### config.mk
export PLATFORM = sky130hd
export DESIGN_NAME = simd_ext_gating_and_arith
export DESIGN_NICKNAME = d
export VERILOG_FILES = /design/src/rtl/simd_ext_pkg.sv /design/src/rtl/simd_ext_gating_and_arith.sv
export SDC_FILE = /design/constraint.sdc
export NUM_CORES = 1
export LEC_CHECK = 0
export ABC_CLOCK_PERIOD_IN_PS = 7350
export CAP_MARGIN = 20
export CORE_UTILIZATION = 40
export CTS_BUF_LIST = sky130_fd_sc_hd__clkbuf_8 sky130_fd_sc_hd__clkbuf_16
export CTS_CLUSTER_DIAMETER = 60
export DETAILED_ROUTE_END_ITERATION = 8
export DONT_BUFFER_PORTS = 1
export PLACE_DENSITY_LB_ADDON = 0.15
export SETUP_SLACK_MARGIN = 0.4
export SLEW_MARGIN = 0
export SYNTH_ARGS = -nofsm -noshare
export SYNTH_HDL_FRONTEND = slang
export SYNTH_SLANG_ARGS = --single-unit
export TNS_END_PERCENT = 1
### constraint.sdc
create_clock -name clock_i -period 7.35 [get_ports clock_i]
set_clock_uncertainty 0.05 [all_clocks]
set_input_delay 0.3675 -clock clock_i [delete_from_list [all_inputs] [get_ports clock_i]]
set_output_delay 0.3675 -clock clock_i [all_outputs]
set_load 0.005 [all_outputs]
### src/rtl/simd_ext_pkg.sv
// Constants, field layout and operation codes of the SIMD extension gating and arithmetic block.
package simd_ext_pkg;
  // ----------------------------------------------------------------
  // Capability and status bit positions, revision-3 release threshold and exception codes
  // ----------------------------------------------------------------
  localparam int EXT_PRESENT_POS = 10;
  localparam int REV2_PRESENT_POS = 11;
  localparam int STATUS_ENABLE_POS = 24;
  localparam logic [2:0] REV3_MIN_RELEASE = 3'h2;
  localparam logic [4:0] EXC_NONE = 5'h00;
  localparam logic [4:0] EXC_RESERVED = 5'h0a;
  localparam logic [4:0] EXC_STATE_DISABLED = 5'h1a;
  // ----------------------------------------------------------------
  // Control state field layout and reset value
  // ----------------------------------------------------------------
  localparam int POS_LSB = 0;
  localparam int SCOUNT_LSB = 7;
  localparam int FAIL_POS = 14;
  localparam int OUFLAG_LSB = 16;
  localparam int CCOND_LSB = 24;
  localparam logic [31:0] CTRL_RESET = 32'h00000000;
  localparam logic [31:0] MASK_POS = 32'h0000003f;
  localparam logic [31:0] MASK_SCOUNT = 32'h00001f80;
  localparam logic [31:0] MASK_FAIL = 32'h00004000;
  localparam logic [31:0] MASK_OUFLAG = 32'h00ff0000;
  localparam logic [31:0] MASK_CCOND = 32'h0f000000;
  localparam logic [31:0] MASK_ALL = 32'hffffffff;
  localparam logic [31:0] MASK_NONE = 32'h00000000;
  // ----------------------------------------------------------------
  // Operations presented by decode
  // ----------------------------------------------------------------
  typedef enum logic [4:0] {
    OP_NOP, OP_ACC_MOVE, OP_WRCTL, OP_RDCTL, OP_EXTRACT, OP_EXTRACT_DP,
    OP_SHIFT_INSERT, OP_VAR_INSERT, OP_BRANCH_POS, OP_COMPARE, OP_PICK,
    OP_ADDQ_PH, OP_SUBQ_PH, OP_ADDQ_W, OP_SUBQ_W, OP_ADDU_QB, OP_ADDUH_QB,
    OP_ADDU_PH, OP_ADDQH_PH, OP_ADDQH_W, OP_SHRA_PH, OP_SHRA_W
  } op_t;
endpackage

### src/rtl/simd_ext_gating_and_arith.sv
// Gating, control state tracking and add/shift datapath of the SIMD extension.
`timescale 1ns/100ps
`default_nettype none
module simd_ext_gating_and_arith #(
  parameter bit EXT_PRESENT = 1'b1,
  parameter bit REV2_PRESENT = 1'b1
) (
  input wire logic clock_i,
  input wire logic nrst_i,
  input wire logic issue_valid_i,
  input wire simd_ext_pkg::op_t op_i,
  input wire logic rev2_required_i,
  input wire logic touches_state_i,
  input wire logic [1:0] acc_sel_i,
  input wire logic [31:0] status_word_i,
  input wire logic [2:0] architecture_release_field_i,
  input wire logic [31:0] src_a_i,
  input wire logic [31:0] src_b_i,
  input wire logic [4:0] shift_imm_i,
  input wire logic use_imm_i,
  input wire logic round_i,
  input wire logic sat_i,
  input wire logic [31:0] wr_data_i,
  input wire logic extract_fail_i,
  input wire logic [5:0] pos_new_i,
  input wire logic [3:0] cmp_cond_i,
  input wire logic [7:0] ovf_set_i,
  output logic [31:0] configuration_word_three_o,
  output logic rev3_supported_o,
  output logic reserved_instr_exc_o,
  output logic state_disabled_exc_o,
  output logic [4:0] exception_code_field_o,
  output logic arith_overflow_exc_o,
  output logic stall_o,
  output logic result_valid_o,
  output logic [31:0] result_o,
  output logic [1:0] acc_sel_o,
  output logic [31:0] extension_control_state_o
);
  // ----------------------------------------------------------------
  // Helper functions
  // ----------------------------------------------------------------
  // Clamp a 17-bit signed sum to the Q15 range.
  function automatic logic [15:0] sat16(input logic [16:0] s);
    if (s[16] != s[15]) begin
      return s[16] ? 16'h8000 : 16'h7fff;
    end
    return s[15:0];
  endfunction

  // Clamp a 33-bit signed sum to the Q31 range.
  function automatic logic [31:0] sat32(input logic [32:0] s);
    if (s[32] != s[31]) begin
      return s[32] ? 32'h80000000 : 32'h7fffffff;
    end
    return s[31:0];
  endfunction

  // Sign-preserving right shift; rounding adds one at the top discarded bit.
  function automatic logic [32:0] sra_rnd(input logic [32:0] x, input logic [4:0] amt,
                                          input logic rnd);
    logic [33:0] t;
    t = 34'($signed({x[32], x}) >>> amt);
    if (rnd && amt != 5'h00) begin
      t = 34'($signed({x[32], x}) >>> (amt - 5'h01)) + 34'h000000001;
      t = 34'($signed(t) >>> 1);
    end
    return t[32:0];
  endfunction

  // Control state fields each operation reads.
  function automatic logic [31:0] read_mask(input simd_ext_pkg::op_t op);
    case (op)
      simd_ext_pkg::OP_RDCTL: return simd_ext_pkg::MASK_ALL;
      simd_ext_pkg::OP_BRANCH_POS,
      simd_ext_pkg::OP_EXTRACT,
      simd_ext_pkg::OP_EXTRACT_DP: return simd_ext_pkg::MASK_POS;
      simd_ext_pkg::OP_VAR_INSERT: return simd_ext_pkg::MASK_POS | simd_ext_pkg::MASK_SCOUNT;
      simd_ext_pkg::OP_PICK: return simd_ext_pkg::MASK_CCOND;
      default: return simd_ext_pkg::MASK_NONE;
    endcase
  endfunction

  // Control state fields each operation writes.
  function automatic logic [31:0] write_mask(input simd_ext_pkg::op_t op);
    case (op)
      simd_ext_pkg::OP_WRCTL: return simd_ext_pkg::MASK_ALL;
      simd_ext_pkg::OP_EXTRACT: return simd_ext_pkg::MASK_FAIL;
      simd_ext_pkg::OP_EXTRACT_DP: return simd_ext_pkg::MASK_FAIL | simd_ext_pkg::MASK_POS;
      simd_ext_pkg::OP_SHIFT_INSERT: return simd_ext_pkg::MASK_POS;
      simd_ext_pkg::OP_COMPARE: return simd_ext_pkg::MASK_CCOND;
      simd_ext_pkg::OP_ADDQ_PH, simd_ext_pkg::OP_SUBQ_PH, simd_ext_pkg::OP_ADDQ_W,
      simd_ext_pkg::OP_SUBQ_W, simd_ext_pkg::OP_ADDU_QB, simd_ext_pkg::OP_ADDU_PH,
      simd_ext_pkg::OP_SHRA_PH, simd_ext_pkg::OP_SHRA_W: return simd_ext_pkg::MASK_OUFLAG;
      default: return simd_ext_pkg::MASK_NONE;
    endcase
  endfunction

  // ----------------------------------------------------------------
  // State
  // ----------------------------------------------------------------
  logic [31:0] ctrl_reg;
  logic [31:0] ctrl_wb_reg;
  logic [31:0] ctrl_wb_next;
  logic wb_pend_reg;
  logic [31:0] wb_mask_reg;
  logic [31:0] rmask;
  logic [31:0] wmask;
  logic [31:0] wval;
  logic ext_bit;
  logic rev2_bit;
  logic needs_ext;
  logic needs_rev2;
  logic reserved;
  logic disabled;
  logic hazard;
  logic accepted;
  logic [31:0] res;

  // Presence bits are parameters, so no write path can reach them.
  assign ext_bit = EXT_PRESENT;
  assign rev2_bit = REV2_PRESENT & EXT_PRESENT;
  assign extension_control_state_o = ctrl_reg;

  // ----------------------------------------------------------------
  // Gating and interlock
  // ----------------------------------------------------------------
  // A move to accumulator zero is an ordinary move and is gated only when touches_state_i is set.
  always_comb begin
    needs_ext = (op_i != simd_ext_pkg::OP_NOP && op_i != simd_ext_pkg::OP_ACC_MOVE)
              || (op_i == simd_ext_pkg::OP_ACC_MOVE && acc_sel_i != 2'h0)
              || touches_state_i;
    needs_rev2 = rev2_required_i || op_i == simd_ext_pkg::OP_ADDUH_QB
              || op_i == simd_ext_pkg::OP_ADDU_PH || op_i == simd_ext_pkg::OP_ADDQH_PH
              || op_i == simd_ext_pkg::OP_ADDQH_W;
    reserved = issue_valid_i && needs_ext && (!ext_bit || (needs_rev2 && !rev2_bit));
    disabled = issue_valid_i && needs_ext && !reserved
             && !status_word_i[simd_ext_pkg::STATUS_ENABLE_POS];
    rmask = read_mask(op_i);
    wmask = write_mask(op_i);
    // Every write merges into the committed value, so any write also waits on a pending one.
    hazard = issue_valid_i && wb_pend_reg
           && ((rmask & wb_mask_reg) != simd_ext_pkg::MASK_NONE
               || wmask != simd_ext_pkg::MASK_NONE);
    accepted = issue_valid_i && !hazard && !reserved && !disabled;
  end

  // ----------------------------------------------------------------
  // Control state next value
  // ----------------------------------------------------------------
  // Overflow flags only ever gain bits here; an explicit write is the only clear.
  always_comb begin
    wval = ctrl_reg;
    wval[simd_ext_pkg::POS_LSB +: 6] = pos_new_i;
    wval[simd_ext_pkg::FAIL_POS] = extract_fail_i;
    wval[simd_ext_pkg::OUFLAG_LSB +: 8] = ctrl_reg[simd_ext_pkg::OUFLAG_LSB +: 8] | ovf_set_i;
    wval[simd_ext_pkg::CCOND_LSB +: 4] = cmp_cond_i;
    if (op_i == simd_ext_pkg::OP_WRCTL) begin
      wval = wr_data_i;
    end
    ctrl_wb_next = (ctrl_reg & ~wmask) | (wval & wmask);
  end

  // ----------------------------------------------------------------
  // Element datapath
  // ----------------------------------------------------------------
  always_comb begin
    logic [16:0] h;
    logic [32:0] w;
    logic [8:0] b;
    logic [4:0] amt;
    h = '0;
    w = '0;
    b = '0;
    amt = use_imm_i ? shift_imm_i : src_b_i[4:0];
    res = '0;
    case (op_i)
      simd_ext_pkg::OP_ADDQ_PH, simd_ext_pkg::OP_SUBQ_PH: begin
        for (int i = 0; i < 2; i++) begin
          h = (op_i == simd_ext_pkg::OP_SUBQ_PH)
            ? {src_a_i[16*i+15], src_a_i[16*i +: 16]} - {src_b_i[16*i+15], src_b_i[16*i +: 16]}
            : {src_a_i[16*i+15], src_a_i[16*i +: 16]} + {src_b_i[16*i+15], src_b_i[16*i +: 16]};
          res[16*i +: 16] = sat_i ? sat16(h) : h[15:0];
        end
      end
      simd_ext_pkg::OP_ADDQ_W: begin
        w = {src_a_i[31], src_a_i} + {src_b_i[31], src_b_i};
        res = sat32(w);
      end
      simd_ext_pkg::OP_SUBQ_W: begin
        w = {src_a_i[31], src_a_i} - {src_b_i[31], src_b_i};
        res = sat32(w);
      end
      simd_ext_pkg::OP_ADDU_QB: begin
        for (int i = 0; i < 4; i++) begin
          b = {1'b0, src_a_i[8*i +: 8]} + {1'b0, src_b_i[8*i +: 8]};
          res[8*i +: 8] = (sat_i && b[8]) ? 8'hff : b[7:0];
        end
      end
      simd_ext_pkg::OP_ADDUH_QB: begin
        for (int i = 0; i < 4; i++) begin
          b = {1'b0, src_a_i[8*i +: 8]} + {1'b0, src_b_i[8*i +: 8]} + {8'h00, round_i};
          res[8*i +: 8] = b[8:1];
        end
      end
      simd_ext_pkg::OP_ADDU_PH: begin
        for (int i = 0; i < 2; i++) begin
          h = {1'b0, src_a_i[16*i +: 16]} + {1'b0, src_b_i[16*i +: 16]};
          res[16*i +: 16] = (sat_i && h[16]) ? 16'hffff : h[15:0];
        end
      end
      simd_ext_pkg::OP_ADDQH_PH: begin
        for (int i = 0; i < 2; i++) begin
          h = {src_a_i[16*i+15], src_a_i[16*i +: 16]} + {src_b_i[16*i+15], src_b_i[16*i +: 16]}
            + {16'h0000, round_i};
          res[16*i +: 16] = h[16:1];
        end
      end
      simd_ext_pkg::OP_ADDQH_W: begin
        w = {src_a_i[31], src_a_i} + {src_b_i[31], src_b_i} + {32'h00000000, round_i};
        res = w[32:1];
      end
      simd_ext_pkg::OP_SHRA_PH: begin
        for (int i = 0; i < 2; i++) begin
          w = sra_rnd({{17{src_a_i[16*i+15]}}, src_a_i[16*i +: 16]}, {1'b0, amt[3:0]}, round_i);
          res[16*i +: 16] = w[15:0];
        end
      end
      simd_ext_pkg::OP_SHRA_W: begin
        w = sra_rnd({src_a_i[31], src_a_i}, amt, round_i);
        res = w[31:0];
      end
      simd_ext_pkg::OP_RDCTL: begin
        res = ctrl_reg;
      end
      default: begin
        res = '0;
      end
    endcase
  end

  // ----------------------------------------------------------------
  // Control state and its one-stage write-back
  // ----------------------------------------------------------------
  // Writes land one cycle after acceptance; the interlock covers that window.
  always_ff @(posedge clock_i) begin
    if (!nrst_i) begin
      ctrl_reg <= simd_ext_pkg::CTRL_RESET;
      ctrl_wb_reg <= simd_ext_pkg::CTRL_RESET;
      wb_pend_reg <= 1'b0;
      wb_mask_reg <= simd_ext_pkg::MASK_NONE;
    end else begin
      if (wb_pend_reg) begin
        ctrl_reg <= ctrl_wb_reg;
      end
      wb_pend_reg <= accepted && wmask != simd_ext_pkg::MASK_NONE;
      wb_mask_reg <= accepted ? wmask : simd_ext_pkg::MASK_NONE;
      ctrl_wb_reg <= ctrl_wb_next;
    end
  end

  // ----------------------------------------------------------------
  // Exception and result outputs
  // ----------------------------------------------------------------
  always_ff @(posedge clock_i) begin
    if (!nrst_i) begin
      reserved_instr_exc_o <= 1'b0;
      state_disabled_exc_o <= 1'b0;
      exception_code_field_o <= simd_ext_pkg::EXC_NONE;
      arith_overflow_exc_o <= 1'b0;
      stall_o <= 1'b0;
      result_valid_o <= 1'b0;
      result_o <= '0;
      acc_sel_o <= 2'h0;
    end else begin
      reserved_instr_exc_o <= reserved;
      state_disabled_exc_o <= disabled;
      exception_code_field_o <= reserved ? simd_ext_pkg::EXC_RESERVED
                              : disabled ? simd_ext_pkg::EXC_STATE_DISABLED
                              : simd_ext_pkg::EXC_NONE;
      arith_overflow_exc_o <= 1'b0;
      stall_o <= hazard && !reserved && !disabled;
      result_valid_o <= accepted;
      result_o <= accepted ? res : '0;
      if (accepted) begin
        acc_sel_o <= acc_sel_i;
      end
    end
  end

  // ----------------------------------------------------------------
  // Capability reporting
  // ----------------------------------------------------------------
  always_ff @(posedge clock_i) begin
    if (!nrst_i) begin
      configuration_word_three_o <= '0;
      rev3_supported_o <= 1'b0;
    end else begin
      configuration_word_three_o <= '0;
      configuration_word_three_o[simd_ext_pkg::EXT_PRESENT_POS] <= ext_bit;
      configuration_word_three_o[simd_ext_pkg::REV2_PRESENT_POS] <= rev2_bit;
      rev3_supported_o <= ext_bit && rev2_bit
                        && architecture_release_field_i >= simd_ext_pkg::REV3_MIN_RELEASE;
    end
  end
endmodule
`default_nettype wire

# Word level (Yosys, flattened, before mapping)

Memory sizes are Yosys's and may differ from the RTL's.
Index checks and enable logic that the tools add are counted.

Register bits after elaboration: 172
Memory bits (read-only): 1,024
Logic and storage cells: 146
Memories: 1

Memories:

| memory           | words | width | read ports | clocked after Yosys merged registers in | wr ports | line                            | RTL |
|---|---|---|---|---|---|---|---|
| (name not given) | 32    | 32    | 1          | 0                                       | 0        | simd_ext_gating_and_arith.sv:86 | `case (op)` |

Add/subtract/negate cells: 24
Order comparisons: 1
Equal/unequal tests: 24
Shift operators: 6
Multiplexer cells: 39
Bitwise gates (word level): 6
Reductions and logical operators: 33

Operator list:

| cell                  | number |
|---|---|
| $pmux 32 s11          | 1 |
| $mux 32               | 8 |
| $mux 16               | 12 |
| $pmux 32 s4           | 1 |
| $and 32x32->32        | 3 |
| $add 16x16->17        | 4 |
| $reduce_bool 32->1    | 2 |
| $add 8x8->9           | 4 |
| $add 9x1->9           | 4 |
| $eq 5x4->1 const B    | 7 |
| $add 17x1->17         | 2 |
| $add 17x1->17 const B | 2 |
| $mux 17               | 2 |
| $sshr 16x5->17        | 2 |
| $sub 16x16->17        | 2 |
| $add 32x32->33        | 1 |
| $add 33x1->33         | 1 |
| $add 33x1->33 const B | 1 |
| $sshr 32x5->33        | 1 |
| $sub 32x32->33        | 1 |
| $mux 8                | 4 |
| $not 32->32           | 1 |
| $or 32x32->32         | 1 |
| $sshr 16x4->16        | 2 |
| other kinds (23)      | 64 |

# Logic depth before layout (Yosys ltp)

Gate-level depths: netlist of run 1.

Depth after elaboration: 11
Gate-level depth with buffers: 28
Depth with buffers taken out: 18

# Worst setup path before layout of run 1

No wires, ideal clock.

Path type: input port to flip-flop
From: input port use_imm_i
To: register result_o[31]
Setup time: 0.120 ns
Data arrival time: 6.289 ns
Required time: 7.180 ns
Slack: 0.891 ns
Stages on the path: 27
Buffers on the path: 10
Path through: buf_6 mux2_4 buf_6 inv_6 buf_6 buf_4 buf_2 buf_2 buf_2 ha_1 buf_2 clkinv_1 xnor2_2 buf_2 buf_2 mux4_2 nand2_1 nand2_1 o21ai_0 ha_1 inv_1 nor2_1 nor4b_4 nand3_1 or3_1 o311a_1 o31a_1

Word-level cells in the longest chain between the ends: 6
Elaborated cells on any way between the ends: 16
Those cells by class: add/sub: 4; shift: 4; mux: 4; reduce/logical: 4

RTL lines:

| element                                                 | line                             | RTL |
|---|---|---|
| start: declaration                                      | simd_ext_gating_and_arith.sv:20  | `input wire logic use_imm_i,` |
| $mux 5 *                                                | simd_ext_gating_and_arith.sv:175 | `amt = use_imm_i ? shift_imm_i : src_b_i[4:0];` |
| $sub 5x1->5 / $sub 4x1->5 (equally long branches)       | simd_ext_gating_and_arith.sv:65  | `t = 34'($signed({x[32], x}) >>> (amt - 5'h01)) + 34'h000000001;` |
| $sshr 32x5->33 / $sshr 16x5->17 (equally long branches) | simd_ext_gating_and_arith.sv:65  |  |
| $add 33x1->33 / $add 17x1->17 (equally long branches)   | simd_ext_gating_and_arith.sv:65  |  |
| $mux 32 / $mux 16 (equally long branches)               | simd_ext_gating_and_arith.sv:64  | `if (rnd && amt != 5'h00) begin` |
| $pmux 32 s11 *                                          | simd_ext_gating_and_arith.sv:177 | `case (op_i)` |
| end signal: assignment                                  | simd_ext_gating_and_arith.sv:284 | `result_o <= accepted ? res : '0;` |
| end: declaration                                        | simd_ext_gating_and_arith.sv:36  | `output logic [31:0] result_o,` |

Mark *: on every way between the ends. The rest lies on a longest branch, timed or not.
A chain may end at the register's enable or synchronous reset.

# Final worst setup path of run 1

From: input port use_imm_i
To: register result_o[16]

Same word-level chain as after synthesis.

==> results.txt, run 1 <==
The run finished with clean final reports. The clock latency on the worst-skew pair was 0.41 ns; the final number of hold-violating endpoints was 0. In the final routed layout, each cell accounts on average for 31.3 um. The starting DRC count in detailed routing was 3277. TritonCTS built the clock tree.

In this run the power density over the cells is 153 mW/mm^2. Cell at the root of the clock tree: sky130_fd_sc_hd__clkbuf_16. The post-synthesis sequential area ratio was 10.5%; the worst endpoint required time was 7.52 ns.

The maximum fanout count along the critical path is 51. The H-tree was split into 3 levels. For the overall routing resource usage, the log shows 39.3%.

The die footprint is 0.0530 mm^2. The logs give 0.161 GHz for the peak clock frequency supported by timing and 0 for the antenna violation net count after detailed routing. The count of flip-flops with a built-in enable after synthesis is 0, and the number of I/O port buffers is 0.

The startpoint kind of the worst setup timing path is an input port. The overflow left after global routing is 0, and the proportion of synthesized flip-flops having asynchronous set or reset is 0%. Once placement completed, the tool counted placed cells totaling 3434.

The analysis attributes to cell leakage a power of 8.01 nW. After layout, the worst path uses 84.7% of the clock period. During synthesis, Yosys emitted a total of 0 warnings. The synthesized netlist devotes 7.89% of its cell area to XOR and XNOR gates. In the routed design, unresolved DRC markers number 0. The reg-to-reg endpoint was result_o[18]. Row generation in the floorplan step produced 83 rows. The run gives 71 as the maximum number of pins on one net before global-route repair. At the pin with the least slew margin, the transition time is 1.15 ns. Of the cells placed in the final design, the portion with a size suffix greater than 1 is 8.23%. After clock tree synthesis, the clock-pin slew on the worst setup and hold paths is 0.11 ns. The area after detailed placement is 0.0212 mm^2, and the area fraction in compound gates after synthesis is 28.8%. Measured along the y axis, the die boundary spans 230 um. After synthesis, the mean cell area works out to 7.17 um^2. In this run the cell area of the synthesized design comes to 0.0208 mm^2.

Headroom to the max-slew limit came out at 23.2%. Among all flip-flop cells after synthesis, the most frequent one is sky130_fd_sc_hd__dfxtp_1. The main combinational cell family by area after synthesis was compound AO/OA/AOI/OAI gates.

Measured against the total synthesized area, the mux share comes to 15.8%. The worst hold path cell count works out to 1. The count of unique library cells instantiated by Yosys came out at 102. In this run the deepest clock path goes through 2 buffers. The number of synthesized register bits was 109. Leaving out fill and tap cells, the most frequent cell in the layout is sky130_fd_sc_hd__nand2_1. The critical path's largest stage delay is 0.87 ns. The library cells used most frequently in the layout, excluding fill and tap cells, are sky130_fd_sc_hd__nand2_1 (312), sky130_fd_sc_hd__a21oi_1 (247), sky130_fd_sc_hd__nor2_1 (242). The total area inside the core boundary comes to 0.0514 mm^2. Number of slew-limit violations in the final report: 0.

Cells fill 41.8% of the core in the end. The worst hold path begins at nrst_i. Setup repair after global routing left no endpoint under its margin. Routability-driven placement finished with a final weighted congestion of 1.02. Synthesis produced a netlist whose cell count is 2906. The tools report the count of antenna diodes in the layout as 0. The worst register-to-register path begins at wb_mask_reg[5]. For flop-to-flop paths, the worst setup slack is 3.83 ns.

Counting I/O delays and the setup requirement, the final critical path takes 6.23 ns. The first global-routing pass estimated 154 mm of wire. The area added between synthesis and finish was 3.21%. The via total after detailed routing was 24000; the final-report setup violation count was 0. Before antenna repair, the detailed router went through 9 iterations. In this run the worst hold path is classified as in -> reg. The tools report the number of global-route vias before repair as 21800. The boundary pin count is 279.

The final standard cell area without fillers was 0.0215 mm^2; the number of vias per cell after detailed routing was 6.95. VDD sags by at most 0.123 mV. Die extent in x: 230 um. The hold path endpoint was ctrl_wb_reg[4]. Buffers inserted during clock tree synthesis total 9.

Of the total synthesized cell area, the portion taken by full adders, half adders and majority gates is 5.20%. The HPWL after detailed placement is 85.6 mm. Traced cell by cell, the critical path runs through mux2_4 -> inv_6 -> ha_2 -> clkinv_1 -> xnor2_4 -> buf_4 -> mux4_2 -> nand2_1 -> a32oi_1 -> nor4_2 -> nand2_1 -> nor2_1 -> nor2_1 -> a2111oi_0 -> o22ai_1. Data on the critical path arrives at its endpoint at 6.40 ns. The number of antenna violations at the first check in global routing was 3. The worst setup path is of the in -> reg kind. The clock drives 109 sinks.

The post-synthesis share of cell area spent on and, or, nand and nor gates works out to 24.9%. Across the run, the number of max-cap violations was 0. Summed over all layers, the routed wires come to 108 mm. After routing, the total negative slack on setup checks comes to 0 ns. The post-layout total power is 3.28 mW, and the number of nets in the layout is 3019.

Initial core utilization: 40.5%. Cell with the largest stage delay on the worst path: sky130_fd_sc_hd__a2111oi_0. The finished layout holds 3451 standard cells, fillers aside.

The worst setup path is captured at a flop. Measured in cells, the most critical reg-to-reg path has a length of 9.
==> routing by layer <==
| layer | track usage [%] | up-vias | wire, um |
|---|---|---|---|
| met5 | 0 | - | 13 |
| met4 | 13.3 | 2 | 4150 |
| met3 | 8.79 | 208 | 12300 |
| met2 | 59.1 | 1566 | 45500 |
| met1 | 54.8 | 11700 | 46200 |
| li1 | - | 10500 | - |
==> worst max path at each step <==
stage,slack (ns),endpoint,startpoint
after floorplan,0.89,result_o[31],use_imm_i
after global placement,1.07,result_o[16],use_imm_i
after detailed placement,0.93,result_o[16],use_imm_i
after CTS,1.34,result_o[16],use_imm_i
after global routing,0.91,result_o[16],use_imm_i
final,1.12,result_o[16],use_imm_i
==> kinds of logic after synthesis <==
group	count (synthesis)
adder cells (fa/ha/maj)	83
buffers and inverters	325
AND/OR/NAND/NOR	1051
flip-flops	109
other	1
multiplexers	261
AO/OA/AOI/OAI	890
XOR/XNOR	186
==> what timing repair did <==
item	CTS	global route
hold buffers	1	0
endpoints found under the hold margin	1	0
resized for setup	0	0
setup endpoints to repair	0	0
buffers inserted	0	0
==> worst max-delay path: cells and delay by family <==
kind | cells | cell delay [ns]
compound gates | 3 | 1.26
buf+inv | 3 | 0.91
fa+ha+maj | 1 | 0.29
xor+xnor | 1 | 0.54
mux | 2 | 1.24
simple gates | 5 | 1.76
==> power by group <==
group	switching, mW	total [mW]	internal, mW
clock network	0.309	0.551	0.242
registers	0.00746	0.606	0.598
logic	1.40	2.12	0.723
total	1.72	3.28	1.56
==> synth_stat cells, types with 21 or more instances <==
cell type                    n  area (um^2)
sky130_fd_sc_hd__a211oi_1   50          375
sky130_fd_sc_hd__a21boi_0   30          225
sky130_fd_sc_hd__a21o_1     31          233
sky130_fd_sc_hd__a21oi_1   247         1240
sky130_fd_sc_hd__a22oi_1    21          158
sky130_fd_sc_hd__a31oi_1    31          194
sky130_fd_sc_hd__and2_1     28          175
sky130_fd_sc_hd__and3_1     30          188
sky130_fd_sc_hd__buf_2      23          115
sky130_fd_sc_hd__buf_4      41          308
sky130_fd_sc_hd__clkbuf_1  159          597
sky130_fd_sc_hd__dfxtp_1   109         2180
sky130_fd_sc_hd__ha_1       77          963
sky130_fd_sc_hd__inv_1      70          263
sky130_fd_sc_hd__mux2_2     21          236
sky130_fd_sc_hd__mux2i_1   184         1840
sky130_fd_sc_hd__mux4_2     50         1130
sky130_fd_sc_hd__nand2_1   312         1170
sky130_fd_sc_hd__nand2b_1   23          144
sky130_fd_sc_hd__nand3_1    85          425
sky130_fd_sc_hd__nor2_1    242          908
sky130_fd_sc_hd__nor2b_1    77          482
sky130_fd_sc_hd__nor3_1     79          395
sky130_fd_sc_hd__nor4_1     39          244
sky130_fd_sc_hd__o211ai_1   36          270
sky130_fd_sc_hd__o21a_1     22          165
sky130_fd_sc_hd__o21ai_0   168          841
sky130_fd_sc_hd__or3_1      25          156
sky130_fd_sc_hd__xnor2_1   125         1090
sky130_fd_sc_hd__xor2_1     59          517
==> per-stage QoR <==
step	setup slack (ns)	hold slack, ns
detailed placement	0.932	0.350
CTS	1.34	0.0126
floorplan	0.891	0.345
finish	1.12	0.0235
global placement	1.07	0.351
global route	0.907	0.0106
==> layout make-up <==
| type | count | area, um^2 |
|---|---|---|
| fillers | 5487 | 29900 |
| multi-input cells | 2505 | 17400 |
| flip-flops and latches | 109 | 2180 |
| well taps | 680 | 851 |
| repair buffers | 64 | 479 |
| inverters | 77 | 294 |
| clock buffers | 9 | 225 |
| clock inverters | 7 | 76.3 |
Note: power is estimated with default switching activity, not from simulation.
==> run 2, diff against run 1 <==
--- a/config.mk
+++ b/config.mk
@@ -5,7 +5,7 @@
 export SDC_FILE = /design/constraint.sdc
 export NUM_CORES = 1
 export LEC_CHECK = 0
-export ABC_CLOCK_PERIOD_IN_PS = 7350
+export ABC_CLOCK_PERIOD_IN_PS = 6400
 export CAP_MARGIN = 20
 export CORE_UTILIZATION = 40
 export CTS_BUF_LIST = sky130_fd_sc_hd__clkbuf_8 sky130_fd_sc_hd__clkbuf_16
==> constraint.sdc (replaced) <==
create_clock -name clock_i -period 6.4 [get_ports clock_i]
set_clock_uncertainty 0.05 [all_clocks]
set_input_delay 0.32 -clock clock_i [delete_from_list [all_inputs] [get_ports clock_i]]
set_output_delay 0.32 -clock clock_i [all_outputs]
set_load 0.005 [all_outputs]
==> run 2 against run 1 <==
  * Total power rose by 17%
  * Non-clock buffer count rose by 19
  * Count of clock-buffer cells in the layout unchanged
  * Largest cell class unchanged
  * Largest power group unchanged
==> results.txt, run 2 (synthesis gave the netlist of run 1 again) <==
The flow ran to the end, and the final reports show no timing, DRC or antenna violations. The path with the worst hold slack has its endpoint at exception_code_field_o[3]. Setup repair after global routing left no endpoint under its margin. Height of the chip: 230 um (unchanged). Static timing analysis puts the maximum clock frequency at 0.189 GHz. The register-to-register setup slack is 2.91 ns (-0.92 ns). The number of standard cells in the final layout excluding fillers is 3471 (+0.58%).

The maximum fanout count along the critical path was 28 (-45%). The standard cell core area is 0.0514 mm^2 (unchanged). The post-detailed-placement half-perimeter wirelength came out at 85.6 mm (about the same).

The maximum buffer depth of the clock tree came out at 2 (unchanged). The tools report the initial core utilization as 40.5% (unchanged). The worst hold path begins at issue_valid_i. The tools report the startpoint of the lowest-slack register-to-register path as wb_pend_reg. The number of global-route vias before repair is 21800 (+0.087%), and the overflow left after global routing is 0 (unchanged). The tools report the maximum number of pins on one net before global-route repair as 51 (-28%). The die extent in x is 230 um (unchanged), and the proportion of layout cells with a drive suffix above 1 is 8.89% (+0.66 points). The number of vias per cell after detailed routing was 6.94 (-0.14%). The overall routing resource usage is 39.3% (about the same), and the maximum VDD drop is 0.136 mV (+11%). The number of I/O port buffers was 0 (unchanged); the via total after detailed routing was 24100 (+0.43%). The maximum level of the CTS H-tree is 3 (unchanged), and the number of cells traversed by the worst register-to-register path is 6 (-3). The worst hold path belongs to the class in -> reg. The run gives 0.0530 mm^2 (unchanged) as the die footprint.

The routability congestion estimate from global placement came out at 1.07 (+4.5%). The power per unit of standard cell area was 177 mW/mm^2 (+16%). The most common cell after layout, fill and taps aside was sky130_fd_sc_hd__nand2_1. The length of the first detailed-routing pass in iterations was 6 (-3). The total clock buffers created by CTS is 9 (unchanged). The final critical-path share of the clock period was 82.9%. The tools report the setup slack at placement as 0.743 ns (-0.188 ns).

Worst hold path cell count: 2 (+1). Starting DRC count in detailed routing: 3333 (+1.7%). In the layout the commonest cells are sky130_fd_sc_hd__nand2_1 (312), sky130_fd_sc_hd__a21oi_1 (247), sky130_fd_sc_hd__nor2_1 (242). Counting I/O delays and the setup requirement, the final critical path takes 5.30 ns.

The max-slew headroom at the worst pin was 22.0% (-1.2 points). The final number of hold-violating endpoints came out at 0 (unchanged). Antenna violation net count after detailed routing: 0 (unchanged). The run gives 3038 (+0.63%) as the number of nets in the layout.

The worst setup margin is 1.10 ns (-0.0263 ns), and the data arrival time of the critical path is 5.51 ns (-0.89 ns). The clock sink count came out at 109 (unchanged). For the final wirelength, the log shows 108 mm (+0.33%).

The post-CTS resize count is 0 (unchanged). For the number of antenna violations at the first check in global routing, the log shows 3 (unchanged). The run gives 279 (unchanged) as the boundary pin count. STA classifies the critical path endpoint as a flop.

The number of DRC violations after detailed routing is 0 (unchanged). The routed wirelength normalized by instance count came out at 31.3 um (-0.24%). TritonCTS built the clock tree. The area added between synthesis and finish came out at 4.39%. The final-layout setup total negative slack is 0 ns (unchanged), and the first-pass GRT wire length is 155 mm (+0.21%). The tools report the clock latency on the worst-skew pair as 0.42 ns (about the same). Critical path class: in -> reg. The cell leakage power is 8.14 nW (+1.6%), and the cell count after placement is 3447 (+0.38%). The worst endpoint required time was 6.61 ns (-0.91 ns); the number of slew-limit violations in the final report was 0 (unchanged). The tools report the total number of placement rows as 83 (unchanged). The startpoint kind of the worst setup timing path is an input port. The slew of the pin with the lowest slew margin works out to 1.16 ns (+0.0129 ns).

The worst register-to-register path ends at result_o[23]. CTS clock-pin slew for the worst setup and hold paths: 0.09 ns (-0.02 ns). The count of maximum capacitance violations was 0 (unchanged). The tools report the cell at the root of the clock tree as sky130_fd_sc_hd__clkbuf_16.

The tools report the final-report setup violation count as 0 (unchanged).
run 2: changes by cell type in the layout (fill, tap and decap cells not counted), sizes merged:
cell / previous run / this run
buf: 63 / 78
dlygate4sd3: 1 / 5
inv: 74 / 77
clkinv: 9 / 7
clkinvlp: 1 / 0
diode: 0 / 1
run 2: critical path, stage by stage:
cell                        delay, ns
sky130_fd_sc_hd__mux2_4          0.31
sky130_fd_sc_hd__inv_6           0.26
sky130_fd_sc_hd__ha_2            0.35
sky130_fd_sc_hd__clkinv_2        0.19
sky130_fd_sc_hd__xnor2_4         0.51
sky130_fd_sc_hd__buf_12          0.25
sky130_fd_sc_hd__buf_4           0.20
sky130_fd_sc_hd__mux2i_1         0.27
sky130_fd_sc_hd__mux4_2          0.29
sky130_fd_sc_hd__a22oi_1         0.19
sky130_fd_sc_hd__nor4_2          0.43
sky130_fd_sc_hd__nand2_1         0.40
sky130_fd_sc_hd__nor2_1          0.50
sky130_fd_sc_hd__nor2_1          0.19
sky130_fd_sc_hd__a2111oi_0       0.50
sky130_fd_sc_hd__buf_4           0.20
sky130_fd_sc_hd__o22ai_1         0.11
run 2: worst max-delay path by stage:
stage                     slack (ns)      start  depth (start not counted)            to
after CTS                       1.15  use_imm_i                         17  result_o[16]
after floorplan                 0.44  use_imm_i                         27  result_o[31]
after global routing            0.74  use_imm_i                         17  result_o[16]
final                           1.10  use_imm_i                         17  result_o[16]
after global placement          0.89  use_imm_i                         17  result_o[16]
after detailed placement        0.74  use_imm_i                         17  result_o[16]
run 2: what timing repair did:
action / CTS / global route
buffers inserted: 0 / 0
endpoints found under the setup margin: 0 / 0
hold endpoints to repair: 38 / 0
hold buffers: 6 / 0
run 2: power breakdown:
part	total, mW	switching, mW	internal (mW)	leakage (nW)
clock	0.645	0.357	0.288	0.154
combinational	2.50	1.64	0.855	7.10
sequential	0.696	0.00878	0.687	0.881
run 2: per-layer routing:
| metal | GRT usage, % | up-vias | wire, um |
|---|---|---|---|
| li1 | - | 10500 | - |
| met1 | 54.2 | 11800 | 45700 |
| met2 | 57.8 | 1553 | 45300 |
| met3 | 9.54 | 244 | 12400 |
| met4 | 16.6 | 6 | 4970 |
| met5 | 0 | - | 39 |
run 2: metrics by stage:
stage / instance area [um^2] / hold WS [ns] / utilization, % / power, mW
after floorplan: 21000 / 0.298 / - / 2.39
after global placement: 21300 / 0.301 / 41.5 / 3.08
after detailed placement: 21300 / 0.301 / 41.5 / 3.09
after CTS: 21700 / 0.000464 / 42.3 / 3.75
after global routing: 21700 / 0.00441 / 42.3 / 3.99
final: 21700 / 0.0126 / 42.3 / 3.84
run 2: cell type report:
class | instances | area, um^2
tap | 680 | 851
multi-input combinational | 2505 | 17400
sequential | 109 | 2180
inverter | 77 | 295
timing repair buffer | 83 | 688
fill | 5382 | 29700
antenna | 1 | 2.50
clock inverter | 7 | 93.8
clock buffer | 9 | 225
